**src/rtl/srw_regs.svh**
```systemverilog
// timing constants and counter layout of the supervisor reset watchdog
// Function
// reset output stays low for the hold-off period after every cause ends.
// reset held low while supply is low or manual clear is low.
// every supply dip restarts the hold-off timer from the start.
// active-high reset output is always the inverse of the low one.
// no kick edge within the kick timeout period forces a reset.
// any rising or falling kick edge clears the watchdog, pulses down to 50ns.
// watchdog held cleared during reset, counts from zero on release.
// undriven kick pin is driven low for 7/8, high for last 1/8; code holds it high only until its own rise clears the watchdog.
// self-driven kick clears the watchdog every 1.4s, so it never expires.
// processor should keep kick low and pulse it within first 7/8.
// processor sets kick high in main loop, low on subroutine entry.
// periods come from prescaled clock counters; pin inputs are synchronised.
// watchdog expiry asserts reset at once and times hold-off from it.
`ifndef SRW_REGS_SVH
`define SRW_REGS_SVH

`define SRW_CLK_HZ 25000000
`define SRW_TICK_US 1000
`define SRW_TICK_CYCLES (`SRW_CLK_HZ / 1000000 * `SRW_TICK_US)
`define SRW_HOLD_OFF_MS 200
`define SRW_HOLD_TICKS (`SRW_HOLD_OFF_MS * 1000 / `SRW_TICK_US)
`define SRW_KICK_TIMEOUT_MS 1600
`define SRW_KICK_TICKS (`SRW_KICK_TIMEOUT_MS * 1000 / `SRW_TICK_US)
`define SRW_SVC_NUM 7
`define SRW_SVC_DEN 8
`define SRW_PRE_W 16
`define SRW_CNT_W 11

`endif

```
**src/rtl/srw_pkg.sv**
```systemverilog
// types shared by the supervisor reset watchdog files
`include "srw_regs.svh"
package srw_pkg;
  typedef enum logic [1:0] {
    SRW_ASSERT,
    SRW_HOLD,
    SRW_RUN
  } srw_state_t;
  typedef logic [`SRW_PRE_W-1:0] srw_pre_t;
  typedef logic [`SRW_CNT_W-1:0] srw_cnt_t;
endpackage

```
**src/rtl/srw_top.sv**
```systemverilog
// supervisor: reset hold-off sequencer and kick watchdog
`timescale 1ns/100ps
`include "srw_regs.svh"
module srw_top #(
  parameter int TICK_CYCLES = `SRW_TICK_CYCLES
) (
  input wire logic ref_clk,
  input wire logic arst_n,
  input wire logic supply_ok_in,
  input wire logic manual_clear_in_n,
  input wire logic kick_input_in,
  output logic kick_input_out,
  output logic kick_input_oe,
  output logic reset_out_n,
  output logic reset_out
);
  localparam srw_pkg::srw_pre_t PRE_LAST = `SRW_PRE_W'(TICK_CYCLES - 1);
  localparam srw_pkg::srw_cnt_t HOLD_LAST =
    `SRW_CNT_W'(`SRW_HOLD_TICKS - 1);
  localparam srw_pkg::srw_cnt_t WD_LAST = `SRW_CNT_W'(`SRW_KICK_TICKS - 1);
  localparam srw_pkg::srw_cnt_t SVC_AT =
    `SRW_CNT_W'(`SRW_KICK_TICKS * `SRW_SVC_NUM / `SRW_SVC_DEN);
  localparam int HOLD_CYC = TICK_CYCLES * `SRW_HOLD_TICKS;
  localparam int WD_CYC = TICK_CYCLES * `SRW_KICK_TICKS;

  //////////////////////////////////////////////////////////////////////////
  // input synchronisation

  logic [2:0] pin_sync;
  logic supply_s;
  logic mr_s;
  logic kick_s;

  // all three pins are asynchronous to ref_clk
  srw_sync u_sync (
    .ref_clk(ref_clk),
    .arst_n(arst_n),
    .pin_in({kick_input_in, manual_clear_in_n, supply_ok_in}),
    .pin_sync(pin_sync)
  );
  assign supply_s = pin_sync[0];
  assign mr_s = pin_sync[1];
  assign kick_s = pin_sync[2];

  // prescaler wrap, shared by the hold-off and watchdog chains
  function automatic logic srw_tick(input srw_pkg::srw_pre_t pre);
    return pre == PRE_LAST;
  endfunction

  //////////////////////////////////////////////////////////////////////////
  // kick edge detection

  logic kick_d_reg;
  logic kick_d_next;
  logic kick_edge;

  // a 50ns pulse spans at least one 40ns edge, so the sampler sees it
  always_comb begin
    kick_d_next = kick_s;
  end

  always_ff @(posedge ref_clk or negedge arst_n) begin
    if (!arst_n) begin
      kick_d_reg <= 1'b0;
    end else begin
      kick_d_reg <= kick_d_next;
    end
  end

  assign kick_edge = kick_s ^ kick_d_reg; // either direction

  //////////////////////////////////////////////////////////////////////////
  // reset sequencer

  srw_pkg::srw_state_t state_reg;
  srw_pkg::srw_state_t state_next;
  srw_pkg::srw_pre_t hold_pre_reg;
  srw_pkg::srw_pre_t hold_pre_next;
  srw_pkg::srw_cnt_t hold_cnt_reg;
  srw_pkg::srw_cnt_t hold_cnt_next;
  logic rst_n_reg;
  logic rst_n_next;
  logic cause;
  logic expire;
  srw_pkg::srw_pre_t wd_pre_reg;
  srw_pkg::srw_cnt_t wd_cnt_reg;

  assign cause = !supply_s || !mr_s; // either holds reset
  // expiry only if the last tick arrives with no edge in the same cycle
  assign expire = (state_reg == srw_pkg::SRW_RUN) && srw_tick(wd_pre_reg)
    && (wd_cnt_reg == WD_LAST) && !kick_edge;

  // counters idle at zero outside hold, so each entry times a full period
  always_comb begin
    state_next = state_reg;
    hold_pre_next = '0;
    hold_cnt_next = '0;
    case (state_reg)
      srw_pkg::SRW_ASSERT: begin
        if (!cause) begin
          state_next = srw_pkg::SRW_HOLD; // hold-off starts once clear
        end
      end
      srw_pkg::SRW_HOLD: begin
        if (cause) begin
          state_next = srw_pkg::SRW_ASSERT; // dip restarts timer
        end else if (srw_tick(hold_pre_reg)) begin
          if (hold_cnt_reg == HOLD_LAST) begin
            state_next = srw_pkg::SRW_RUN; // full hold-off elapsed
          end else begin
            hold_cnt_next = hold_cnt_reg + 1'b1;
          end
        end else begin
          hold_pre_next = hold_pre_reg + 1'b1; // prescaled timing
          hold_cnt_next = hold_cnt_reg;
        end
      end
      srw_pkg::SRW_RUN: begin
        if (cause) begin
          state_next = srw_pkg::SRW_ASSERT;
        end else if (expire) begin
          state_next = srw_pkg::SRW_HOLD; // expiry is a cause
        end
      end
      default: begin
        state_next = srw_pkg::SRW_ASSERT;
      end
    endcase
    rst_n_next = (state_next == srw_pkg::SRW_RUN);
  end

  always_ff @(posedge ref_clk or negedge arst_n) begin
    if (!arst_n) begin
      state_reg <= srw_pkg::SRW_ASSERT;
      hold_pre_reg <= '0;
      hold_cnt_reg <= '0;
      rst_n_reg <= 1'b0;
    end else begin
      state_reg <= state_next;
      hold_pre_reg <= hold_pre_next;
      hold_cnt_reg <= hold_cnt_next;
      rst_n_reg <= rst_n_next;
    end
  end

  assign reset_out_n = rst_n_reg;
  assign reset_out = !rst_n_reg; // strict complement

  //////////////////////////////////////////////////////////////////////////
  // watchdog timer and internal kick driver

  srw_pkg::srw_pre_t wd_pre_next;
  srw_pkg::srw_cnt_t wd_cnt_next;
  logic kick_out_reg;
  logic kick_out_next;

  // counts only in steady run; the release cycle itself still leaves zero
  always_comb begin
    wd_pre_next = '0;
    wd_cnt_next = '0;
    if (state_next == srw_pkg::SRW_RUN && state_reg == srw_pkg::SRW_RUN
        && !kick_edge) begin // cleared in reset and on edges
      if (srw_tick(wd_pre_reg)) begin
        wd_cnt_next = wd_cnt_reg + 1'b1;
      end else begin
        wd_pre_next = wd_pre_reg + 1'b1;
        wd_cnt_next = wd_cnt_reg;
      end
    end
    // high only in the last eighth; the rise itself services the timer
    kick_out_next = (wd_cnt_next >= SVC_AT);
  end

  always_ff @(posedge ref_clk or negedge arst_n) begin
    if (!arst_n) begin
      wd_pre_reg <= '0;
      wd_cnt_reg <= '0;
      kick_out_reg <= 1'b0;
    end else begin
      wd_pre_reg <= wd_pre_next;
      wd_cnt_reg <= wd_cnt_next;
      kick_out_reg <= kick_out_next;
    end
  end

  // weak drive: an external driver overrides it at the pin
  assign kick_input_out = kick_out_reg;
  assign kick_input_oe = 1'b1;

  //////////////////////////////////////////////////////////////////////////
  // checking helpers and assertions

  int hold_len_reg;
  int hold_len_next;
  int gap_reg;
  int gap_next;

  // hold cycles, and cycles of run since release or the last edge
  always_comb begin
    hold_len_next = (state_reg == srw_pkg::SRW_HOLD) ? hold_len_reg + 1 : 0;
    gap_next = (state_reg == srw_pkg::SRW_RUN && !kick_edge) ?
      gap_reg + 1 : 0;
  end

  always_ff @(posedge ref_clk or negedge arst_n) begin
    if (!arst_n) begin
      hold_len_reg <= 0;
      gap_reg <= 0;
    end else begin
      hold_len_reg <= hold_len_next;
      gap_reg <= gap_next;
    end
  end
endmodule // srw_top

```
**src/rtl/srw_sync.sv**
```systemverilog
// two-stage synchroniser for the three pin inputs
`timescale 1ns/100ps
module srw_sync (
  input wire logic ref_clk,
  input wire logic arst_n,
  input wire logic [2:0] pin_in,
  output logic [2:0] pin_sync
);
  logic [2:0] meta_reg;
  logic [2:0] sync_reg;

  // first stage feeds only the second; reset to zero counts as a cause
  always_ff @(posedge ref_clk or negedge arst_n) begin
    if (!arst_n) begin
      meta_reg <= 3'h0;
      sync_reg <= 3'h0;
    end else begin
      meta_reg <= pin_in;
      sync_reg <= meta_reg;
    end
  end

  assign pin_sync = sync_reg;
endmodule // srw_sync

```
**config.mk**
```make
export PLATFORM = sky130hd
export DESIGN_NAME = srw_top
export DESIGN_NICKNAME = d
export VERILOG_FILES = /design/src/rtl/srw_pkg.sv /design/src/rtl/srw_top.sv /design/src/rtl/srw_sync.sv
export VERILOG_INCLUDE_DIRS = /design/src /design/src/rtl
export SDC_FILE = /design/constraint.sdc
export NUM_CORES = 1
export LEC_CHECK = 0
export BUFFER_PORTS_ARGS = -buffer_cell sky130_fd_sc_hd__buf_2
export CAP_MARGIN = 10
export CORE_UTILIZATION = 45
export DETAILED_ROUTE_END_ITERATION = 8
export PLACE_DENSITY_LB_ADDON = 0.25
export SLEW_MARGIN = 25
export SYNTH_ARGS = -nofsm -noshare
export SYNTH_HDL_FRONTEND = slang
export SYNTH_SLANG_ARGS = --single-unit
```
**constraint.sdc**
```tcl
create_clock -name ref_clk -period 2.2 [get_ports ref_clk]
set_input_delay 0.11 -clock ref_clk [delete_from_list [all_inputs] [get_ports ref_clk]]
set_output_delay 0.11 -clock ref_clk [all_outputs]
set_load 0.05 [all_outputs]
```
# Word level (Yosys, flattened, before mapping)
# Index checks and enable logic that the tools add are counted.
[op_classes] n_bitwise=1 n_mux=18 n_lt_le_gt_ge=1 n_addsub=4 n_eq_ne=8 mul=0 n_div=0 reduce_logical=11 shift=0
[op_table] op="16-bit two-way mux" count=5
[op_table] op="11-bit two-way mux" count=6
[op_table] op="16-bit by 1-bit adder with 16-bit output, second input constant" count=2
[op_table] op="16-bit by 15-bit equality test with 1-bit output, second input constant" count=2
[op_table] op="11-bit by 1-bit adder with 11-bit output, second input constant" count=2
[op_table] op="2-bit two-way mux" count=6
[op_table] op="11-bit equality test, second input constant" count=1
[op_table] op="11-bit by 8-bit equality test with 1-bit output, second input constant" count=1
[op_table] op="11-bit greater-or-equal comparator, second input constant" count=1
[op_table] op="2-bit one-hot mux with 3 select lines" count=1
[op_table] op="1-bit logical AND" count=5
[op_table] op="2-bit equality test, second input constant" count=2
[op_table] op="1-bit logical NOT" count=4
[op_table] op="3-bit inequality test, second input constant" count=1
[op_table] op="2-bit by 1-bit equality test with 1-bit output, second input constant" count=1
[op_table] op="2-bit logical NOT" count=1
[op_table] op="1-bit logical OR" count=1
[op_table] op="1-bit XOR" count=1
[word_totals] memories=0 out_inout_bits=4 mem_bits_rw=0 elab_cells=53 romBits=0 regBits=65 inputBits=5 latchBits=0

# Longest topological paths before layout
[logic_depth] ltp_word=12 ltp_mapped=8

# Cells and area by module
# From an unflattened synthesis, not the netlist that was laid out.
[unflattened] cells_unflattened=325 area_unflattened_um2=3216.8
[by_module_without_submodules] mod="srw_top" cells_each=319 seq_area_each_um2=1476.4 instances=1 area_each_um2=3066.7
[by_module_without_submodules] mod="srw_sync" cells_each=6 seq_area_each_um2=150.1 instances=1 area_each_um2=150.1

# Worst setup path before layout
# Ideal clock, no wire load.
[synth_path] path_kind="register to register" start="register wd_pre_reg[4]" end="register kick_out_reg, in the netlist kick_input_out" t_arrival_ns=1.916 setup_ns=0.087 path_slack_ns=0.197 stages_incl_launch_ff=7 n_path_buf=1 path_cell_list="dfrtp_1 > or4_4 > nor4_4 > buf_6 > nand3_2 > o31a_1 > a211oi_2"
[synth_via] elab_chain_len=12 word_cells_on_any_way=13 classes_between="order compare: 1; eq/ne: 2; mux: 5; reduce/logical: 5"
[synth_rtl] item="from (decl)" line_no="srw_top.sv:85" source="srw_pkg::srw_pre_t wd_pre_reg;"
[synth_rtl] item="from (signal assigned)" line_no="srw_top.sv:180" source="wd_pre_reg <= wd_pre_next;"
[synth_rtl] item="16-bit by 15-bit equality test with 1-bit output (*)" line_no="srw_top.sv:47" source="return pre == PRE_LAST;"
[synth_rtl] item="1-bit logical AND" line_no="srw_top.sv:90" source="assign expire = (state_reg == srw_pkg::SRW_RUN) && srw_tick(wd_pre_reg)"
[synth_rtl] item="1-bit logical AND (2 in series)" line_no="srw_top.sv:91" source="&& (wd_cnt_reg == WD_LAST) && !kick_edge;"
[synth_rtl] item="2-bit two-way mux" line_no="srw_top.sv:121" source="end else if (expire) begin"
[synth_rtl] item="2-bit two-way mux" line_no="srw_top.sv:119" source="if (cause) begin"
[synth_rtl] item="2-bit one-hot mux with 3 select lines" line_no="srw_top.sv:98" source="case (state_reg)"
[synth_rtl] item="2-bit equality test" line_no="srw_top.sv:161" source="if (state_next == srw_pkg::SRW_RUN && state_reg == srw_pkg::SRW_RUN"
[synth_rtl] item="1-bit logical AND" line_no="srw_top.sv:161"
[synth_rtl] item="1-bit logical AND" line_no="srw_top.sv:162" source="&& !kick_edge) begin"
[synth_rtl] item="11-bit two-way mux (*)" line_no="srw_top.sv:161"
[synth_rtl] item="11-bit greater-or-equal comparator (*)" line_no="srw_top.sv:171" source="kick_out_next = (wd_cnt_next >= SVC_AT);"
[synth_rtl] item="via kick_out_next" line_no="srw_top.sv:155" source="logic kick_out_next;"
[synth_rtl] item="to (signal assigned)" line_no="srw_top.sv:182" source="kick_out_reg <= kick_out_next;"
[synth_rtl] item="to (decl)" line_no="srw_top.sv:154" source="logic kick_out_reg;"
# The timed path passes the listed nets; every way through them passes the cells marked *.
# A chain may end at the register's enable or synchronous reset.

# Worst setup path after layout
[layout_path] start="register wd_pre_reg[12]" end="register kick_out_reg, in the netlist kick_input_out"
# Same word-level chain as after synthesis.

==> impl_metrics.toml <==
[detailed_routing]
maxUsedRoutingLayer = "met4"
wl_met1_um = 3000
firstDrtPassIters = 4
routed_wl_um = 5930
drt-wirelength-per-cell_um = 13.3
initialDrtViolationCount = 105
via_count = 2303
drc = 0
vias_per_cell = 5.15
dr_wl_met3_um = 171
wl_met2_um = 2720
ant_nets = 0

[layout]
drive_gt1_frac = 0.148
final_area_um2 = 3700
stdcell_count = 447
nets = 355
n_antenna_cell = 0
area_growth_pct = 13.9
fill_cells = 629

[floorplanning]
ios = 9
initial_core_util = 0.473
core.rowCount = 30
die_height_um = 87.0
die_area_um2 = 7570
die_x_um = 87.0
core_um2 = 6870

[pwr]
p_per_area_nw_per_um2 = 605
ir_drop_v = 0.000608
leakagePower_nw = 1.43

[timing]
finClkSkew_ps = 7.11
timing.final.crit_share = 0.938
setup_viol = 0
fmax_mhz = 484
hold_violations = 0
totalNegativeSetupSlack_ps = 0
whs_ps = 321
setup_slack_ps = 136
slew_viol_final = 0
min_period_ps = 2060
rsz0062_at_grt = "true"

[yosys]
syn_nets = 330
avgSynthCellArea_um2 = 10.1
synth_common_cells = "65 x dfrtp_1, 60 x nor2_1, 30 x nand2_1, 22 x xnor2_1, 20 x xor2_1"
yosysSeqAreaShare = 0.500
yosysWarnings = 0
synth_most_common_cell = "dfrtp_1"
synth-edff-count = 0
synth_top_area_frac = 0.500
ys_types = 52
synthArstFlopShare = 1.00
synth_seq_cells = 65
synth_flop_cell = "dfrtp_1"
synthTopCellsByArea = "dfrtp_1 50%, nor2_1 6.9%, xnor2_1 5.9%"
netlist_area_um2 = 3250
syn_inst = 321
yosysTopAreaCell = "dfrtp_1"

[grt]
antenna_found_initial = 0
grt_usage = 0.180
grt_overflow = 0
grt_pass1_vias = 2268
grt_max_degree = 66
grt_first_pass_wirelength_um = 10500

[clock_tree]
cts_buffer_depth = 2
h-tree-depth = 3
cts_root_buf = "clkbuf_8"
cts_num_sinks = 65
path_clk_slew_ps = 70
cts_tree = "yes"
clk_latency_ps = 330
numCtsBuffers = 9

[worst_setup_path]
slowest_delay_ps = 500
cp.arrival_ps = 2310
start_kind = "flip-flop"
cp_slowest_cell = "or4_4"
worstPathCellList = "or4_4, nor4_4, buf_6, nand3_1, xnor2_2, a21oi_1, a211oi_2"
critPathTopFamily = "simple AND/OR/NAND/NOR gates"
worst_setup_path_end_kind = "flip-flop"
critical_path_buf_inv_count = 1
critPathKind = "reg2reg"
path_max_fanout = 13
critical_path_required_ps = 2440

[placement]
dp_hpwl_um = 4080
port_buffers = 7
dp_slack_ps = 66.6
finalWeightedCongestion = 0.809
placed_area_um2 = 3440
dp_cells = 426

[job]
maxCapViolCount = 0

[worst_hold_path]
hold_class = "in2async"

[status]
status = "finished, final reports clean"
-- repair_timing --
action                                  in CTS  in global routing
endpoints found under the setup margin       0                  4
hold endpoints to repair                    68                  0
buffers inserted                             0                  1
hold buffers                                 4                  0
gates resized for setup                      0                  6
-- power breakdown --
part	leakage [nW]	switching [mW]	total, mW	internal (mW)
sequential	0.889	0.00650	1.21	1.20
combinational	0.439	0.0385	0.0548	0.0163
clock	0.0974	0.423	0.975	0.552
total	1.43	0.468	2.24	1.77
-- placed cells by master, fill, tap and decap left out, types with 2 or more instances in the layout --
| cell | count |
|---|---|
| ha_1 | 3 |
| nand3_2 | 2 |
| dlygate4sd3_1 | 4 |
| nand3_1 | 17 |
| xnor2_1 | 21 |
| clkbuf_8 | 10 |
| buf_4 | 7 |
| clkbuf_1 | 3 |
| o21ai_1 | 2 |
| nand2_1 | 30 |
| nor4_4 | 4 |
| o31ai_1 | 2 |
| nand4b_1 | 5 |
| buf_2 | 7 |
| a2bb2o_1 | 2 |
| nand4_1 | 13 |
| inv_1 | 5 |
| dfrtp_1 | 64 |
| nor3_1 | 8 |
| nor2b_1 | 2 |
| or3_1 | 3 |
| nor3_2 | 2 |
| and4_1 | 2 |
| clkinv_2 | 2 |
| nor2_1 | 60 |
| and3_1 | 7 |
| nor3b_1 | 2 |
| o21ai_0 | 6 |
| nor4bb_1 | 2 |
| or4_4 | 2 |
| xor2_1 | 20 |
| a21oi_1 | 2 |
-- worst reg2reg max path: cells and delay by family (launching register included) --
family	cells	cell delay [ps]
xor+xnor	1	180
compound gates	2	320
simple gates	3	860
buf+inv	1	200
flops	1	430
-- through the flow --
stage / power, mW / util
final: 2.24 / 0.539
after global routing: 2.34 / 0.539
after CTS: 2.29 / 0.535
after detailed placement: 1.29 / 0.501
after global placement: 1.28 / 0.501
after floorplan: 1.25 / -
-- path summary, 6_finish.rpt --
kind                                    startpoint            endpoint  slack [ps]  cells after the start
worst max-delay path                wd_pre_reg[12]      kick_input_out         140                      7
worst min-delay path                        arst_n       wd_cnt_reg[4]         320                      3
worst max register to register      wd_pre_reg[12]      kick_input_out         140                      7
worst min register to register  u_sync.meta_reg[0]  u_sync.pin_sync[0]         360                      0
max in group asynchronous                   arst_n     hold_cnt_reg[2]        1610                      3
min in group ref_clk            u_sync.meta_reg[0]  u_sync.pin_sync[0]         360                      0
-- logic make-up after synthesis --
logic type | count (synthesis) | synth area share
AND/OR/NAND/NOR | 173 | 0.296
flip-flops | 65 | 0.500
XOR/XNOR | 42 | 0.113
other | 1 | 0.00115
adder cells (fa/ha/maj) | 4 | 0.0154
multiplexers | 1 | 0.00308
AO/OA/AOI/OAI | 24 | 0.0546
buffers and inverters | 11 | 0.0169
-- layer usage --
layer,vias up,global-route usage
met5,-,0
met4,0,0.0682
met3,2,0.0521
met2,26,0.276
met1,1107,0.243
li1,1168,-
-- area by class of cell --
class	instances	area, µm²	area share
tap	96	120	0.0324
sequential	65	1630	0.439
timing repair buffer	20	159	0.0429
clock buffer	13	149	0.0402
inverter	5	18.8	0.00507
clock inverter	3	40.0	0.0108
multi-input combinational	245	1590	0.429
(Power assumes the default switching activity.)
